==> config.mk <==
export PLATFORM = sky130hd
export DESIGN_NAME = rsg_top
export DESIGN_NICKNAME = d
export VERILOG_FILES = /design/src/hdl/rsg_pkg.sv /design/src/hdl/rsg_top.sv
export SDC_FILE = /design/constraint.sdc
export NUM_CORES = 1
export LEC_CHECK = 0
export BUFFER_PORTS_ARGS = -buffer_cell sky130_fd_sc_hd__clkbuf_2
export CAP_MARGIN = 20
export CORE_MARGIN = 3
export CORE_UTILIZATION = 53
export CTS_BUF_LIST = sky130_fd_sc_hd__clkbuf_8
export DETAILED_ROUTE_END_ITERATION = 7
export PLACE_DENSITY = 0.83
export SLEW_MARGIN = 20
export SYNTH_ARGS = -nofsm -noshare
export SYNTH_HDL_FRONTEND = slang
export SYNTH_SLANG_ARGS = --single-unit
==> constraint.sdc <==
create_clock -name hclk -period 3.2 [get_ports hclk]
set_clock_uncertainty 0.2 [all_clocks]
set_input_delay 0.64 -clock hclk [delete_from_list [all_inputs] [get_ports hclk]]
set_output_delay 0.64 -clock hclk [all_outputs]
set_load 0.005 [all_outputs]
==> src/hdl/rsg_pkg.sv <==
`default_nettype none
package rsg_pkg;
    // ------------------------------------------------------------
    // Register indices (byte address is four times the index)
    // ------------------------------------------------------------
    localparam logic [7:0] IDX_SQT = 8'h0F;
    localparam logic [7:0] IDX_GUARD = 8'h15;
    localparam logic [7:0] IDX_MMAIN = 8'h16;
    localparam logic [7:0] IDX_MTNFC = 8'h17;
    localparam logic [7:0] IDX_MERR = 8'h18;
    localparam logic [7:0] IDX_SMAIN = 8'h1A;
    localparam logic [7:0] IDX_STNFC = 8'h1B;
    localparam logic [7:0] IDX_SERR = 8'h1C;
    localparam logic [7:0] IDX_STATE = 8'h1D;
    localparam logic [7:0] IDX_MRT = 8'h1E;
    localparam logic [7:0] IDX_CTRL = 8'h1F;
    localparam int ADDR_LSB = 2;
    localparam int ADDR_MSB = 9;

    // ------------------------------------------------------------
    // Reset values and field positions
    // ------------------------------------------------------------
    localparam logic [7:0] RST_SQT = 8'h00;
    localparam logic [7:0] RST_GUARD = 8'h33;
    localparam logic [7:0] RST_MASK = 8'h00;
    localparam logic [7:0] RST_MRT = 8'h00;
    localparam logic [7:0] MAIN_USED = 8'hFE;
    localparam logic [7:0] SQT_MIN = 8'h05;
    localparam int CTRL_STEP_BIT = 0;
    localparam int TNFC_GUARD_BIT = 1;

    // ------------------------------------------------------------
    // Timing, in nanoseconds, and derived clock counts
    // ------------------------------------------------------------
    localparam int CLK_NS = 100;
    localparam int SQ_DELAY_NS = 20000;
    localparam int STEP_FINE_NS = 4720;
    localparam int STEP_COARSE_NS = 37760;
    localparam int GUARD_INIT_NS = 75000;
    localparam int GUARD_STEP_NS = 151000;
    localparam logic [15:0] SQ_DELAY_CYC = 16'(SQ_DELAY_NS / CLK_NS);
    localparam logic [15:0] STEP_FINE_CYC = 16'(STEP_FINE_NS / CLK_NS);
    localparam logic [15:0] STEP_COARSE_CYC = 16'(STEP_COARSE_NS / CLK_NS);
    localparam logic [15:0] GUARD_INIT_CYC = 16'(GUARD_INIT_NS / CLK_NS);
    localparam logic [15:0] GUARD_STEP_CYC = 16'(GUARD_STEP_NS / CLK_NS);

    // ------------------------------------------------------------
    // Types
    // ------------------------------------------------------------
    typedef struct packed {
        logic [7:0] main;
        logic [7:0] tnfc;
        logic [7:0] errw;
    } rsg_evt_t;
    typedef enum logic [1:0] {SQ_IDLE, SQ_WAIT, SQ_ON} rsg_sq_t;
    typedef enum logic [1:0] {GD_IDLE, GD_INIT, GD_STEP} rsg_gd_t;
endpackage : rsg_pkg
`default_nettype wire

==> src/hdl/rsg_top.sv <==
// Operation
// Squelch count uses receive-mask step and range
// Squelch switches on about 20 us after transmit
// Count above 5 ends squelch on own timer; code also requires sqt_q < mrt_q, else the receive-mask timer ends it
// Own-timer end freezes gain as AGC start
// Otherwise squelch lasts until receive-mask timer expiry
// Guard count steps are 2048 carrier periods
// Guard value applies during field-on commands
// Guard time adds to fixed 75 us start
// Host programs 33 initial, 0 active guard
// Main mask bit one suppresses that source
// Timer/field mask bit one suppresses that source
// Error/wake mask bit one suppresses that source
// All mask bits reset to zero
// Step select: 0 fine, 1 coarse step
// Status register clears after host read
// Masked event recorded but raises no interrupt
//
// Local design decision: the AHB-Lite slave port.
`timescale 1ns/1ps
`default_nettype none
module rsg_top
    import rsg_pkg::*;
(
    input wire logic hclk, // Bus clock
    input wire logic hresetn, // Async reset
    input wire logic hsel, // Slave select
    input wire logic [31:0] haddr, // Byte address
    input wire logic [1:0] htrans, // Transfer type
    input wire logic hwrite, // Write strobe
    input wire logic [2:0] hsize, // Transfer size
    input wire logic [31:0] hwdata, // Write data
    input wire logic hready, // Bus ready
    output logic [31:0] hrdata, // Read data
    output logic hreadyout, // Slave ready
    output logic hresp, // Always OKAY
    input wire rsg_pkg::rsg_evt_t evt, // Interrupt event pulses
    input wire logic tx_end, // Reader transmit finished
    input wire logic field_on_cmd, // Field-on command start
    output logic irq, // Interrupt request
    output logic squelch_en, // Receiver squelch on
    output logic agc_hold, // Frozen gain seeds AGC
    output logic mrt_run, // Receive-mask timer running
    output logic guard_active // Field guard running
);
    // ------------------------------------------------------------
    // Bus slave
    // ------------------------------------------------------------
    logic rd_pend_q, rd_pend_d, wr_pend_q, wr_pend_d, hit_q, hit_d;
    logic [7:0] idx_q, idx_d;
    logic [31:0] hrdata_d;
    logic hready_d;
    logic take, do_rd, do_wr;
    logic [7:0] rdval;
    logic [7:0] sqt_q, guard_q, mmain_q, mtnfc_q, merr_q, mrt_q, ctrl_q;
    logic [7:0] smain_q, stnfc_q, serr_q;
    logic guard_evt;

    assign take = hsel && htrans[1] && hready;
    assign do_rd = rd_pend_q && hit_q;
    assign do_wr = wr_pend_q && hit_q;

    always_comb
    begin
        rd_pend_d = 1'b0;
        wr_pend_d = 1'b0;
        hit_d = hit_q;
        idx_d = idx_q;
        hready_d = 1'b1;
        hrdata_d = hrdata;
        if (rd_pend_q || wr_pend_q)
        begin
            hrdata_d = {24'h000000, rd_pend_q ? rdval : 8'h00};
        end
        else if (take)
        begin
            // One wait state lets a write land before any later read
            rd_pend_d = !hwrite;
            wr_pend_d = hwrite;
            idx_d = haddr[ADDR_MSB:ADDR_LSB];
            hit_d = (haddr[31:ADDR_MSB+1] == '0);
            hready_d = 1'b0;
        end
    end

    always_ff @(posedge hclk or negedge hresetn)
    begin
        if (!hresetn)
        begin
            rd_pend_q <= 1'b0;
            wr_pend_q <= 1'b0;
            hit_q <= 1'b0;
            idx_q <= 8'h00;
            hreadyout <= 1'b1;
            hrdata <= 32'h00000000;
            hresp <= 1'b0;
        end
        else
        begin
            rd_pend_q <= rd_pend_d;
            wr_pend_q <= wr_pend_d;
            hit_q <= hit_d;
            idx_q <= idx_d;
            hreadyout <= hready_d;
            hrdata <= hrdata_d;
            hresp <= 1'b0;
        end
    end

    // ------------------------------------------------------------
    // Registers, status and interrupt
    // ------------------------------------------------------------
    logic [7:0] sqt_d, guard_d, mmain_d, mtnfc_d, merr_d, mrt_d, ctrl_d;
    logic [7:0] smain_d, stnfc_d, serr_d, wd;
    logic irq_d;
    logic [7:0] tnfc_ev;

    assign wd = hwdata[7:0];
    assign tnfc_ev = evt.tnfc | (8'(guard_evt) << TNFC_GUARD_BIT);

    always_comb
    begin
        case (idx_q)
            IDX_SQT: rdval = sqt_q;
            IDX_GUARD: rdval = guard_q;
            IDX_MMAIN: rdval = mmain_q;
            IDX_MTNFC: rdval = mtnfc_q;
            IDX_MERR: rdval = merr_q;
            IDX_SMAIN: rdval = smain_q;
            IDX_STNFC: rdval = stnfc_q;
            IDX_SERR: rdval = serr_q;
            IDX_STATE: rdval = {4'h0, guard_active, mrt_run, agc_hold, squelch_en};
            IDX_MRT: rdval = mrt_q;
            IDX_CTRL: rdval = ctrl_q;
            default: rdval = 8'h00;
        endcase
        if (!hit_q)
        begin
            rdval = 8'h00;
        end
    end

    always_comb
    begin
        sqt_d = (do_wr && idx_q == IDX_SQT) ? wd : sqt_q;
        guard_d = (do_wr && idx_q == IDX_GUARD) ? wd : guard_q;
        mmain_d = (do_wr && idx_q == IDX_MMAIN) ? (wd & MAIN_USED) : mmain_q;
        mtnfc_d = (do_wr && idx_q == IDX_MTNFC) ? wd : mtnfc_q;
        merr_d = (do_wr && idx_q == IDX_MERR) ? wd : merr_q;
        mrt_d = (do_wr && idx_q == IDX_MRT) ? wd : mrt_q;
        ctrl_d = (do_wr && idx_q == IDX_CTRL) ? (wd & 8'h01) : ctrl_q;
        // Read clears the whole register, write-one clears bits; a new event wins
        smain_d = smain_q;
        stnfc_d = stnfc_q;
        serr_d = serr_q;
        if (do_rd && idx_q == IDX_SMAIN) smain_d = 8'h00;
        if (do_rd && idx_q == IDX_STNFC) stnfc_d = 8'h00;
        if (do_rd && idx_q == IDX_SERR) serr_d = 8'h00;
        if (do_wr && idx_q == IDX_SMAIN) smain_d = smain_q & ~wd;
        if (do_wr && idx_q == IDX_STNFC) stnfc_d = stnfc_q & ~wd;
        if (do_wr && idx_q == IDX_SERR) serr_d = serr_q & ~wd;
        smain_d = smain_d | (evt.main & MAIN_USED);
        stnfc_d = stnfc_d | tnfc_ev;
        serr_d = serr_d | evt.errw;
        irq_d = |(smain_q & ~mmain_q & MAIN_USED)
            || |(stnfc_q & ~mtnfc_q)
            || |(serr_q & ~merr_q);
    end

    always_ff @(posedge hclk or negedge hresetn)
    begin
        if (!hresetn)
        begin
            sqt_q <= RST_SQT;
            guard_q <= RST_GUARD;
            mmain_q <= RST_MASK;
            mtnfc_q <= RST_MASK;
            merr_q <= RST_MASK;
            mrt_q <= RST_MRT;
            ctrl_q <= 8'h00;
            smain_q <= 8'h00;
            stnfc_q <= 8'h00;
            serr_q <= 8'h00;
            irq <= 1'b0;
        end
        else
        begin
            sqt_q <= sqt_d;
            guard_q <= guard_d;
            mmain_q <= mmain_d;
            mtnfc_q <= mtnfc_d;
            merr_q <= merr_d;
            mrt_q <= mrt_d;
            ctrl_q <= ctrl_d;
            smain_q <= smain_d;
            stnfc_q <= stnfc_d;
            serr_q <= serr_d;
            irq <= irq_d;
        end
    end

    // ------------------------------------------------------------
    // Squelch and receive-mask timer
    // ------------------------------------------------------------
    rsg_sq_t sq_q, sq_d;
    logic [15:0] pre_q, pre_d, dly_q, dly_d, step_cyc;
    logic [7:0] stp_q, stp_d;
    logic sq_own, own_end, mrt_end, sq_en_d, hold_d, run_d;

    assign step_cyc = ctrl_q[CTRL_STEP_BIT] ? STEP_COARSE_CYC : STEP_FINE_CYC;
    assign sq_own = (sqt_q > SQT_MIN) && (sqt_q < mrt_q);
    assign own_end = sq_own && (stp_q >= sqt_q);
    assign mrt_end = stp_q >= mrt_q;

    always_comb
    begin
        sq_d = sq_q;
        pre_d = pre_q;
        stp_d = stp_q;
        dly_d = dly_q;
        sq_en_d = squelch_en;
        hold_d = agc_hold;
        run_d = mrt_run;
        if (tx_end)
        begin
            sq_d = SQ_WAIT;
            pre_d = 16'h0000;
            stp_d = 8'h00;
            dly_d = 16'h0000;
            sq_en_d = 1'b0;
            hold_d = 1'b0;
            run_d = 1'b1;
        end
        else
        begin
            if (mrt_run)
            begin
                // Both timers share one step prescaler and count
                // Compare with >= so a step change mid-count cannot run the prescaler away
                if (pre_q >= step_cyc - 16'h0001)
                begin
                    pre_d = 16'h0000;
                    stp_d = stp_q + 8'h01;
                end
                else
                begin
                    pre_d = pre_q + 16'h0001;
                end
                if (mrt_end)
                begin
                    run_d = 1'b0;
                end
            end
            case (sq_q)
                SQ_WAIT:
                begin
                    dly_d = dly_q + 16'h0001;
                    if (own_end || mrt_end)
                    begin
                        sq_d = SQ_IDLE;
                    end
                    else if (dly_q == SQ_DELAY_CYC - 16'h0001)
                    begin
                        sq_d = SQ_ON;
                        sq_en_d = 1'b1;
                    end
                end
                SQ_ON:
                begin
                    if (own_end)
                    begin
                        sq_d = SQ_IDLE;
                        sq_en_d = 1'b0;
                        hold_d = 1'b1;
                    end
                    else if (mrt_end)
                    begin
                        sq_d = SQ_IDLE;
                        sq_en_d = 1'b0;
                    end
                end
                default:
                begin
                    sq_d = SQ_IDLE;
                end
            endcase
        end
    end

    always_ff @(posedge hclk or negedge hresetn)
    begin
        if (!hresetn)
        begin
            sq_q <= SQ_IDLE;
            pre_q <= 16'h0000;
            stp_q <= 8'h00;
            dly_q <= 16'h0000;
            squelch_en <= 1'b0;
            agc_hold <= 1'b0;
            mrt_run <= 1'b0;
        end
        else
        begin
            sq_q <= sq_d;
            pre_q <= pre_d;
            stp_q <= stp_d;
            dly_q <= dly_d;
            squelch_en <= sq_en_d;
            agc_hold <= hold_d;
            mrt_run <= run_d;
        end
    end

    // ------------------------------------------------------------
    // Field-on guard timer
    // ------------------------------------------------------------
    rsg_gd_t gd_q, gd_d;
    logic [15:0] gcnt_q, gcnt_d;
    logic [7:0] gstp_q, gstp_d, gsnap_q, gsnap_d;
    logic gact_d, gevt_d, gevt_q;

    assign guard_evt = gevt_q;

    always_comb
    begin
        gd_d = gd_q;
        gcnt_d = gcnt_q + 16'h0001;
        gstp_d = gstp_q;
        gsnap_d = gsnap_q;
        gact_d = guard_active;
        gevt_d = 1'b0;
        case (gd_q)
            GD_IDLE:
            begin
                gcnt_d = 16'h0000;
                if (field_on_cmd)
                begin
                    gd_d = GD_INIT;
                    gsnap_d = guard_q;
                    gstp_d = 8'h00;
                    gact_d = 1'b1;
                end
            end
            GD_INIT:
            begin
                if (gcnt_q == GUARD_INIT_CYC - 16'h0001)
                begin
                    gd_d = GD_STEP;
                    gcnt_d = 16'h0000;
                end
            end
            GD_STEP:
            begin
                if (gstp_q == gsnap_q)
                begin
                    gd_d = GD_IDLE;
                    gact_d = 1'b0;
                    gevt_d = 1'b1;
                end
                else if (gcnt_q == GUARD_STEP_CYC - 16'h0001)
                begin
                    gcnt_d = 16'h0000;
                    gstp_d = gstp_q + 8'h01;
                end
            end
            default:
            begin
                gd_d = GD_IDLE;
            end
        endcase
    end

    always_ff @(posedge hclk or negedge hresetn)
    begin
        if (!hresetn)
        begin
            gd_q <= GD_IDLE;
            gcnt_q <= 16'h0000;
            gstp_q <= 8'h00;
            gsnap_q <= 8'h00;
            guard_active <= 1'b0;
            gevt_q <= 1'b0;
        end
        else
        begin
            gd_q <= gd_d;
            gcnt_q <= gcnt_d;
            gstp_q <= gstp_d;
            gsnap_q <= gsnap_d;
            guard_active <= gact_d;
            gevt_q <= gevt_d;
        end
    end
endmodule : rsg_top
`default_nettype wire

# Word level (Yosys, flattened, before mapping)
# Index checks and enable logic that the tools add are counted.
[op_classes] n_lt_le_gt_ge=5 n_mul=0 bitwise=15 muxes=59 shift=0 reduce_logical=45 div=0 n_eq_ne=28 n_addsub=6
[op_table] op="16-bit two-way mux" count=8
[op_table] op="8-bit two-way mux" count=14
[op_table] op="8-bit one-hot mux with 11 select lines" count=1
[op_table] op="8-bit by 5-bit equality test with 1-bit output (second input constant)" count=10
[op_table] op="16-bit by 1-bit adder with 16-bit output (second input constant)" count=3
[op_table] op="8-bit AND" count=6
[op_table] op="16-bit one-hot mux with 3 select lines" count=1
[op_table] op="8-bit NOT" count=4
[op_table] op="8-bit OR" count=3
[op_table] op="22-bit zero test" count=1
[op_table] op="1-bit two-way mux" count=21
[op_table] op="1-bit logical AND" count=19
[op_table] op="8-bit by 1-bit adder with 8-bit output (second input constant)" count=2
[op_table] op="16-bit by 10-bit equality test with 1-bit output (second input constant)" count=1
[op_table] op="16-bit by 11-bit equality test with 1-bit output (second input constant)" count=1
[op_table] op="16-bit by 8-bit equality test with 1-bit output (second input constant)" count=1
[op_table] op="16-bit >= comparator" count=1
[op_table] op="8-bit >= comparator" count=2
[op_table] op="2-bit two-way mux" count=8
[op_table] op="8-bit one-hot mux with 2 select lines" count=1
[op_table] op="8-bit OR reduction" count=2
[op_table] op="2-bit nonzero test" count=6
[op_table] op="2-bit != test (second input constant)" count=5
[op_table] op="2-bit AND reduction" count=5
[op_table] op="other kinds (22)" count=32
[totals] latchBits=0 mem_count=0 reg_bits=174 input_bits=100 wordCells=188 romBits=0 ramBits=0

# Logic depth before layout (Yosys ltp)
# Gate-level depths: netlist of the first run.
[logic_depth] word_depth=7 ltp_mapped=9 ltp_nobuf=8

# Worst setup path before layout of the first run
# No wires, ideal clock.
[synth_timing] path_kind="register to register" start="register gcnt_q[11]" end="register gcnt_q[10]" arrival_ps=2352 slack_ps=529 setup_time_ps=119 synth_period_minus_slack_ps=2671 path_buffers=1 stages_incl_launch_ff=8 required_time_ps=2881 path_cell_list="dfrtp_1 > or4b_1 > or4b_1 > nor4b_2 > nand4_1 > a21oi_2 > buf_6 > nor2_1"
[synth_via] elab_chain_cells=4 word_cells_on_any_way=6
[synth_rtl] element="start, declared" line="rsg_top.sv:318" text="logic [15:0] gcnt_q, gcnt_d;"
[synth_rtl] element="start signal, assigned" line="rsg_top.sv:387" text="gcnt_q <= gcnt_d;"
[synth_rtl] element="16-bit by 11-bit equality test with 1-bit output" line="rsg_top.sv:360" text="else if (gcnt_q == GUARD_STEP_CYC - 16'h0001)"
[synth_rtl] element="16-bit two-way mux" line="rsg_top.sv:360"
[synth_rtl] element="16-bit two-way mux" line="rsg_top.sv:354" text="if (gstp_q == gsnap_q)"
[synth_rtl] element="16-bit one-hot mux with 3 select lines (*)" line="rsg_top.sv:332" text="case (gd_q)"
[synth_rtl] element="via gcnt_d[10]" line="rsg_top.sv:318"
# The timed path passes the listed nets; every way through them passes the cells marked *.
# A chain may end at the register's enable or synchronous reset.

# Final worst setup path of the first run
[layout_timing] start="register gcnt_q[11]" end="register gcnt_q[5]"
# The elaborated chain is that of the path after synthesis.

==> results of run 1 <==
## cell families after synthesis
| family | synth area share, % |
|---|---|
| simple gates | 16.6 |
| compound gates | 14.3 |
| flops | 47.4 |
| buf+inv | 5.40 |
| mux | 6.75 |
| xor+xnor | 4.86 |
| fa+ha+maj | 4.63 |
| other cells | 0.0408 |
## routing by layer
| metal | up-vias | GRT usage (%) |
|---|---|---|
| met5 | - | 0 |
| met4 | 0 | 10.3 |
| met3 | 58 | 5.19 |
| met2 | 323 | 40.4 |
| met1 | 3608 | 32.9 |
| li1 | 3459 | - |
## path summary, 6_finish.rpt
check	slack (ps)	from	to	cells past startpoint
min in group hclk	130	hwrite	rd_pend_q	2
hold / removal	1	hresetn	merr_q[3]	1
setup reg to reg	400	gcnt_q[11]	gcnt_q[5]	7
setup / recovery	400	gcnt_q[11]	gcnt_q[5]	7
hold reg to reg	250	gevt_q	stnfc_q[1]	1
max in group asynchronous	2010	hresetn	gcnt_q[0]	2
## metrics by stage
stage | std cells | setup WS [ps] | area, um2
after floorplan | 944 | 529 | 9280
after global placement | 1219 | 480 | 9890
after detailed placement | 1219 | 391 | 9890
after CTS | 1251 | 396 | 10300
after global routing | 1251 | 221 | 10300
final | 1251 | 397 | 10300
## report_power, final
part	switching [uW]	leakage (uW)	internal [uW]
sequential	103	0.00212	2270
combinational	330	0.00251	218
clock	818	0.000209	846
## cells in the final DEF (no fill, tap or decap), types with 11 or more instances in the layout
| cell | instances |
|---|---|
| or3_1 | 11 |
| o22ai_1 | 12 |
| clkbuf_8 | 17 |
| buf_4 | 28 |
| a21o_1 | 28 |
| o21ai_0 | 75 |
| nor2_1 | 74 |
| a21oi_1 | 25 |
| and3_1 | 12 |
| nor4_1 | 13 |
| xnor2_1 | 13 |
| nand2_1 | 65 |
| a22oi_1 | 12 |
| ha_1 | 34 |
| conb_1 | 25 |
| nand4_1 | 21 |
| dfrtp_1 | 169 |
| mux2_2 | 48 |
| nand3_1 | 34 |
| inv_1 | 50 |
| nor3_1 | 13 |
| clkbuf_2 | 81 |
| xor2_1 | 38 |
## flip-flops by register name, summed over array words and instances, names as in the netlist, 2 cells and up
name     count
mmain_q      7
sqt_q        8
gstp_q       8
mrt_q        8
gcnt_q      16
smain_q      8
sq_q         2
gd_q         2
dly_q       16
guard_q      8
idx_q        8
merr_q       8
gsnap_q      8
hrdata       8
mtnfc_q      8
pre_q       16
stp_q        8
stnfc_q      8
serr_q       8
## area by class of cell
cell class,count,share of cell area (%)
timing repair buffer,111,6.27
clock inverter,15,1.89
inverter,49,1.78
tap,220,2.67
sequential,174,42.3
multi-input combinational,665,42.9
clock buffer,17,2.27
==> impl_metrics.csv, run 1 <==
group,metric,value,unit
synthesis,syn_area,9190,um2
clock_tree,cts_setup_buffers,0,
global_routing,antenna_found_initial,0,
finish,drive_above_1_share,20.0,%
finish,antenna_cells,0,
clock_tree,path_clk_slew,100,ps
synthesis,synth.most_common_cell,"dfrtp_1",
timing,setup_viol,0,
clock_tree,cts_buffer_depth,2,
timing,rsz0062_at_grt,"false",
clock_tree,cts_tree,"built",
synthesis,ys_seq_area_share,47.4,%
finish,area_delta_synth_final,12.3,%
timing,max_slew.worst_pin.slew,742,ps
critical_path,cp_max_fo,16,
routing,firstDrtPassIters,5,
synthesis,synth.distinct_cells,66,
routing,top_layer,"met4",
critical_path,crit_required,3340,ps
synthesis,ys.flop_type,"dfrtp_1",
clock_tree,cts_htree_levels,4,
critical_path,worst-path-buf-inv,1,
power,powerDensity,445,nW/um2
power,totalPowerFinal,4590,uW
status,outcome,"complete, no violations",
placement,hpwl,16.3,mm
clock_tree,clock-root-buffer,"clkbuf_8",
routing,vias_per_cell,5.95,
routing,wl,22.7,mm
synthesis,synth.top_cells.by_count,"dfrtp_1, o21ai_0, nor2_1",
die,fp-row-count,47,
synthesis,synth_top_area_share,46.0,%
synthesis,synth_edf_count,0,
synthesis,ys_top_cells_by_area,"dfrtp_1, mux2_2, ha_1",
synthesis,yosysWarnings,0,
finish,multi_input_area,4420,um2
routing,dr_wl_met2,10.9,mm
critical_path,cpPeakStageDelay,540,ps
routing,drt-met1-wl,9.38,mm
critical_path,cp_common_cell,"or4b_1",
synthesis,yosys.area.top_type,"dfrtp_1",
synthesis,syn_area_per_cell,9.99,um2
global_routing,first_global_vias,7284,
timing,holdWs,1.34,ps
finish,fillers,1373,
placement,gp_congestion,0.931,
synthesis,synthArstFlopShare,100,%
routing,via_count,7448,
timing,min_period,2800,ps
critical_path,cp_slowest_cell,"or4b_1",
timing,period_share,87.6,%
die,ioPinCount,139,
synthesis,ys_ff_latch,174,
power,leakage,0.00484,uW
timing,timing.slew.headroom,50.6,%
routing,post_drt_wl_per_cell,18.2,um
finish,final-seq-area,4360,um2
clock_tree,clkLatencyLatePin,460,ps
critical_path,critPathTopFamily,"simple AND/OR/NAND/NOR gates",
die,die_x,138,um
finish,final_util,61.6,%
synthesis,synth_cells,920,
clock_tree,clock-sinks,174,
timing,finalSetupTns,0,ps
timing,timing.fmax,357,MHz
die,start_util,54.8,%
die,die_y,138,um
critical_path,cp-start-kind,"flop",
power,max-vdd-ir-drop,0.000311,V
global_routing,grt_max_degree,79,
timing,finalMaxSlewViolations,0,
critical_path,path_cells,"or4b_1, or4b_1, nor4b_2, nand4_1, a21oi_2, buf_4, nor2_1",
global_routing,grt_pass1_wl,37.0,mm
critical_path,endpoint_kind,"flop",
critical_path,critical_path_arrival,2950,ps
job,maxCapViolCount,0,
worst_hold_path,hold_path_class,"in -> async",
clock_tree,cts_buffers,17,
global_routing,grt.total_usage,25.0,%
routing,ant_nets,0,
placement,port_buffers,82,
routing,dr.first_iter.drc_count,662,
routing,drc,0,
die,core_area,16800,um2
clock_tree,cts_resized,0,
timing,hold_viol_final,0,
global_routing,overflow,0,
finish,num-nets-final,1152,
routing,dr_wl_met3,1.78,mm
clock_tree,cts_hold_buf,0,
critical_path,critical_path_class,"reg -> reg",
die,die-area,19000,um2
Power figures use the tool's default switching activity.
==> run 2: changes to the inputs <==
--- a/config.mk
+++ b/config.mk
@@ -5,6 +5,7 @@
 export SDC_FILE = /design/constraint.sdc
 export NUM_CORES = 1
 export LEC_CHECK = 0
+export ABC_AREA = 1
 export BUFFER_PORTS_ARGS = -buffer_cell sky130_fd_sc_hd__clkbuf_2
 export CAP_MARGIN = 20
 export CORE_MARGIN = 3
==> impl_metrics.csv, run 2 <==
group,metric,value,unit
status,outcome,"complete, no violations",
finish,reg.largest.list,"dly_q: 16 flops, gcnt_q: 16 flops, pre_q: 16 flops",
critical_path,r2r_end,"pre_q[6]",
die,start_util,55.1,%
synthesis,ys_ff_latch,174,
timing,holdWs,128,ps
die,die_x,138,um
critical_path,cp_common_cell,"inv_1",
clock_tree,cts_tree,"built",
synthesis,synth_top_area_share,45.5,%
synthesis,synth-compound-area-share,12.1,%
synthesis,syn_area_per_cell,8.10,um2
synthesis,synth_cells,1148,
global_routing,first_global_vias,7902,
finish,mostFrequentLayoutCells,"nand2_1, dfrtp_1, inv_1",
finish,layout_commonest_cell,"nand2_1",
die,core_area,16900,um2
global_routing,use_met1,30.6,%
synthesis,yosys.area.top_type,"dfrtp_1",
routing,drc,0,
placement,gp_congestion,0.996,
clock_tree,clock-root-buffer,"clkbuf_8",
finish,num-nets-final,1375,
power,max-vdd-ir-drop,0.000322,V
global_routing,overflow,0,
critical_path,timing.rr.start,"ctrl_q[0]",
global_routing,grt_pass1_wl,37.3,mm
global_routing,antenna_found_initial,0,
critical_path,path_cells,"inv_1, ha_1, inv_1, nor4_1, nand3_1, nand4_2, nand2_2, inv_2, nor2_1",
global_routing,use_met3,5.87,%
critical_path,critical_path_class,"reg -> reg",
synthesis,synth.most_common_cell,"nand2_1",
placement,port_buffers,82,
clock_tree,clock-sinks,174,
power,leakage,0.00569,uW
critical_path,cp_max_fo,9,
timing,rsz0062_at_grt,"false",
job,maxCapViolCount,0,
critical_path,startpoint,"ctrl_q[0]",
synthesis,synth.distinct_cells,51,
critical_path,cp_slowest_cell,"dfrtp_1",
clock_tree,cts_buffers,17,
placement,dpl.cell_count,1441,
clock_tree,path_clk_slew,90,ps
critical_path,cp-start-kind,"flop",
placement,dpl_worst_slack,821,ps
timing,min_period,2400,ps
die,die-area,19200,um2
synthesis,synthXorXnorAreaFrac,2.54,%
timing,period_share,75.0,%
routing,ant_nets,0,
critical_path,r2r_slack,800,ps
routing,post_drt_wl_per_cell,15.1,um
global_routing,grt.busiest_layer,"met2",
routing,firstDrtPassIters,6,
timing,hold_viol_final,0,
critical_path,endpoint_kind,"flop",
timing,timing.slew.headroom,60.6,%
routing,dr.first_iter.drc_count,749,
clock_tree,cts_htree_levels,4,
die,die_y,138,um
timing,timing.fmax,417,MHz
power,combPwrFrac,7.5,%
power,switching_share,27.0,%
synthesis,synthArstFlopShare,100,%
synthesis,ys_top_cells_by_area,"dfrtp_1, nand2_1, inv_1",
finish,drive_above_1_share,13.4,%
routing,via_count,8087,
synthesis,ys_seq_area_share,46.9,%
timing,max_slew.worst_pin.slew,587,ps
synthesis,synth_simple_gate_area_share,24.5,%
timing,setup_viol,0,
synthesis,synth_fa_ha_area_share,4.57,%
global_routing,grt_max_degree,63,
clock_tree,cts_buffer_depth,2,
die,ioPinCount,139,
placement,hpwl,16.9,mm
power,seqPwrFrac,55.7,%
power,powerDensity,396,nW/um2
global_routing,grt.total_usage,23.4,%
critical_path,crit_path_end,"pre_q[6]",
synthesis,syn_area,9300,um2
synthesis,synth.top_cells.by_count,"nand2_1, dfrtp_1, inv_1",
power,switchingPower,1100,uW
timing,finalSetupTns,0,ps
finish,area_delta_synth_final,10.6,%
die,fp-row-count,47,
finish,antenna_cells,0,
synthesis,synth_mux_area_share,0.484,%
critical_path,critical_path_arrival,2540,ps
worst_hold_path,hold_path_class,"in -> reg",
power,clkPwrFrac,36.8,%
synthesis,synth_top_family_by_area,"simple AND/OR/NAND/NOR gates",
global_routing,grt_use_met2,38.7,%
synthesis,yosysWarnings,0,
critical_path,cpPeakStageDelay,440,ps
finish,final_cell_count_no_fill,1474,
routing,wl,22.2,mm
timing,setup_ws,800,ps
power,p_int,2970,uW
critical_path,reg2reg_depth,9,
synthesis,synth_edf_count,0,
synthesis,ys.flop_type,"dfrtp_1",
routing,vias_per_cell,5.49,
critical_path,crit_required,3340,ps
timing,finalMaxSlewViolations,0,
clock_tree,clkLatencyLatePin,470,ps
-- run 2: metal layers --
metal | wire, um | up-vias
met5 | 0 | -
met4 | 469 | 0
met3 | 2160 | 56
met2 | 10600 | 377
met1 | 9010 | 3770
li1 | - | 3884
-- run 2: logic make-up (layout without fill, tap and decap cells) --
family	after synthesis	count (layout)
and+or+nand+nor	522	522
AOI/OAI and AO/OA	196	196
buffers and inverters	190	272
DFF	174	174
adders and majority gates	34	34
xor gates and xnor gates	27	27
muxes	4	4
other	1	25
-- run 2: final cells by class --
class                           count  area, um2
Clock buffer                       17        234
Clock inverter                     15        153
Fill cell                        1416       6590
Inverter                          149        561
Multi-Input combinational cell    808       4210
Sequential cell                   174       4360
Tap cell                          220        275
Timing Repair Buffer               91        499
-- run 2: timing repair --
item | CTS | global route
resized for setup | 0 | 0
hold endpoints to repair | 57 | 0
setup buffers | 0 | 0
hold buffers | 1 | 0
-- run 2: critical path, delay by kind of cell (launching register included) --
family / cells / cell delay [ps]
adders and majority gates: 1 / 290
buffers and inverters: 3 / 350
DFF: 1 / 440
and+or+nand+nor: 5 / 980
-- run 2: stage by stage --
step	area [um2]	utilization [%]	power, uW
6_report	10300	61.0	4070
2_1_floorplan	9390	-	2480
3_5_place_dp	9890	58.6	2610
4_1_cts	10300	61.0	4100
5_1_grt	10300	61.0	4240
3_3_place_gp	9890	58.6	2600
-- run 2: power by group through the flow --
stage	Combinational [uW]	Clock [uW]	Sequential (uW)
global placement	296	0	2310
CTS	307	1530	2270
detailed placement	304	0	2310
floorplan	180	0	2300
finish	307	1500	2270
global route	345	1630	2270
-- run 2: how the worst min path moves through the flow --
stage / startpoint / to / slack [ps] / depth (start not counted)
after floorplan: hresetn / agc_hold / 140 / 0
after global placement: hrdata[6] / hrdata[6] / 260 / 2
after detailed placement: hrdata[7] / hrdata[7] / 270 / 2
after CTS: hwrite / rd_pend_q / 100 / 2
after global routing: hwrite / rd_pend_q / 110 / 2
final: hwrite / rd_pend_q / 130 / 2
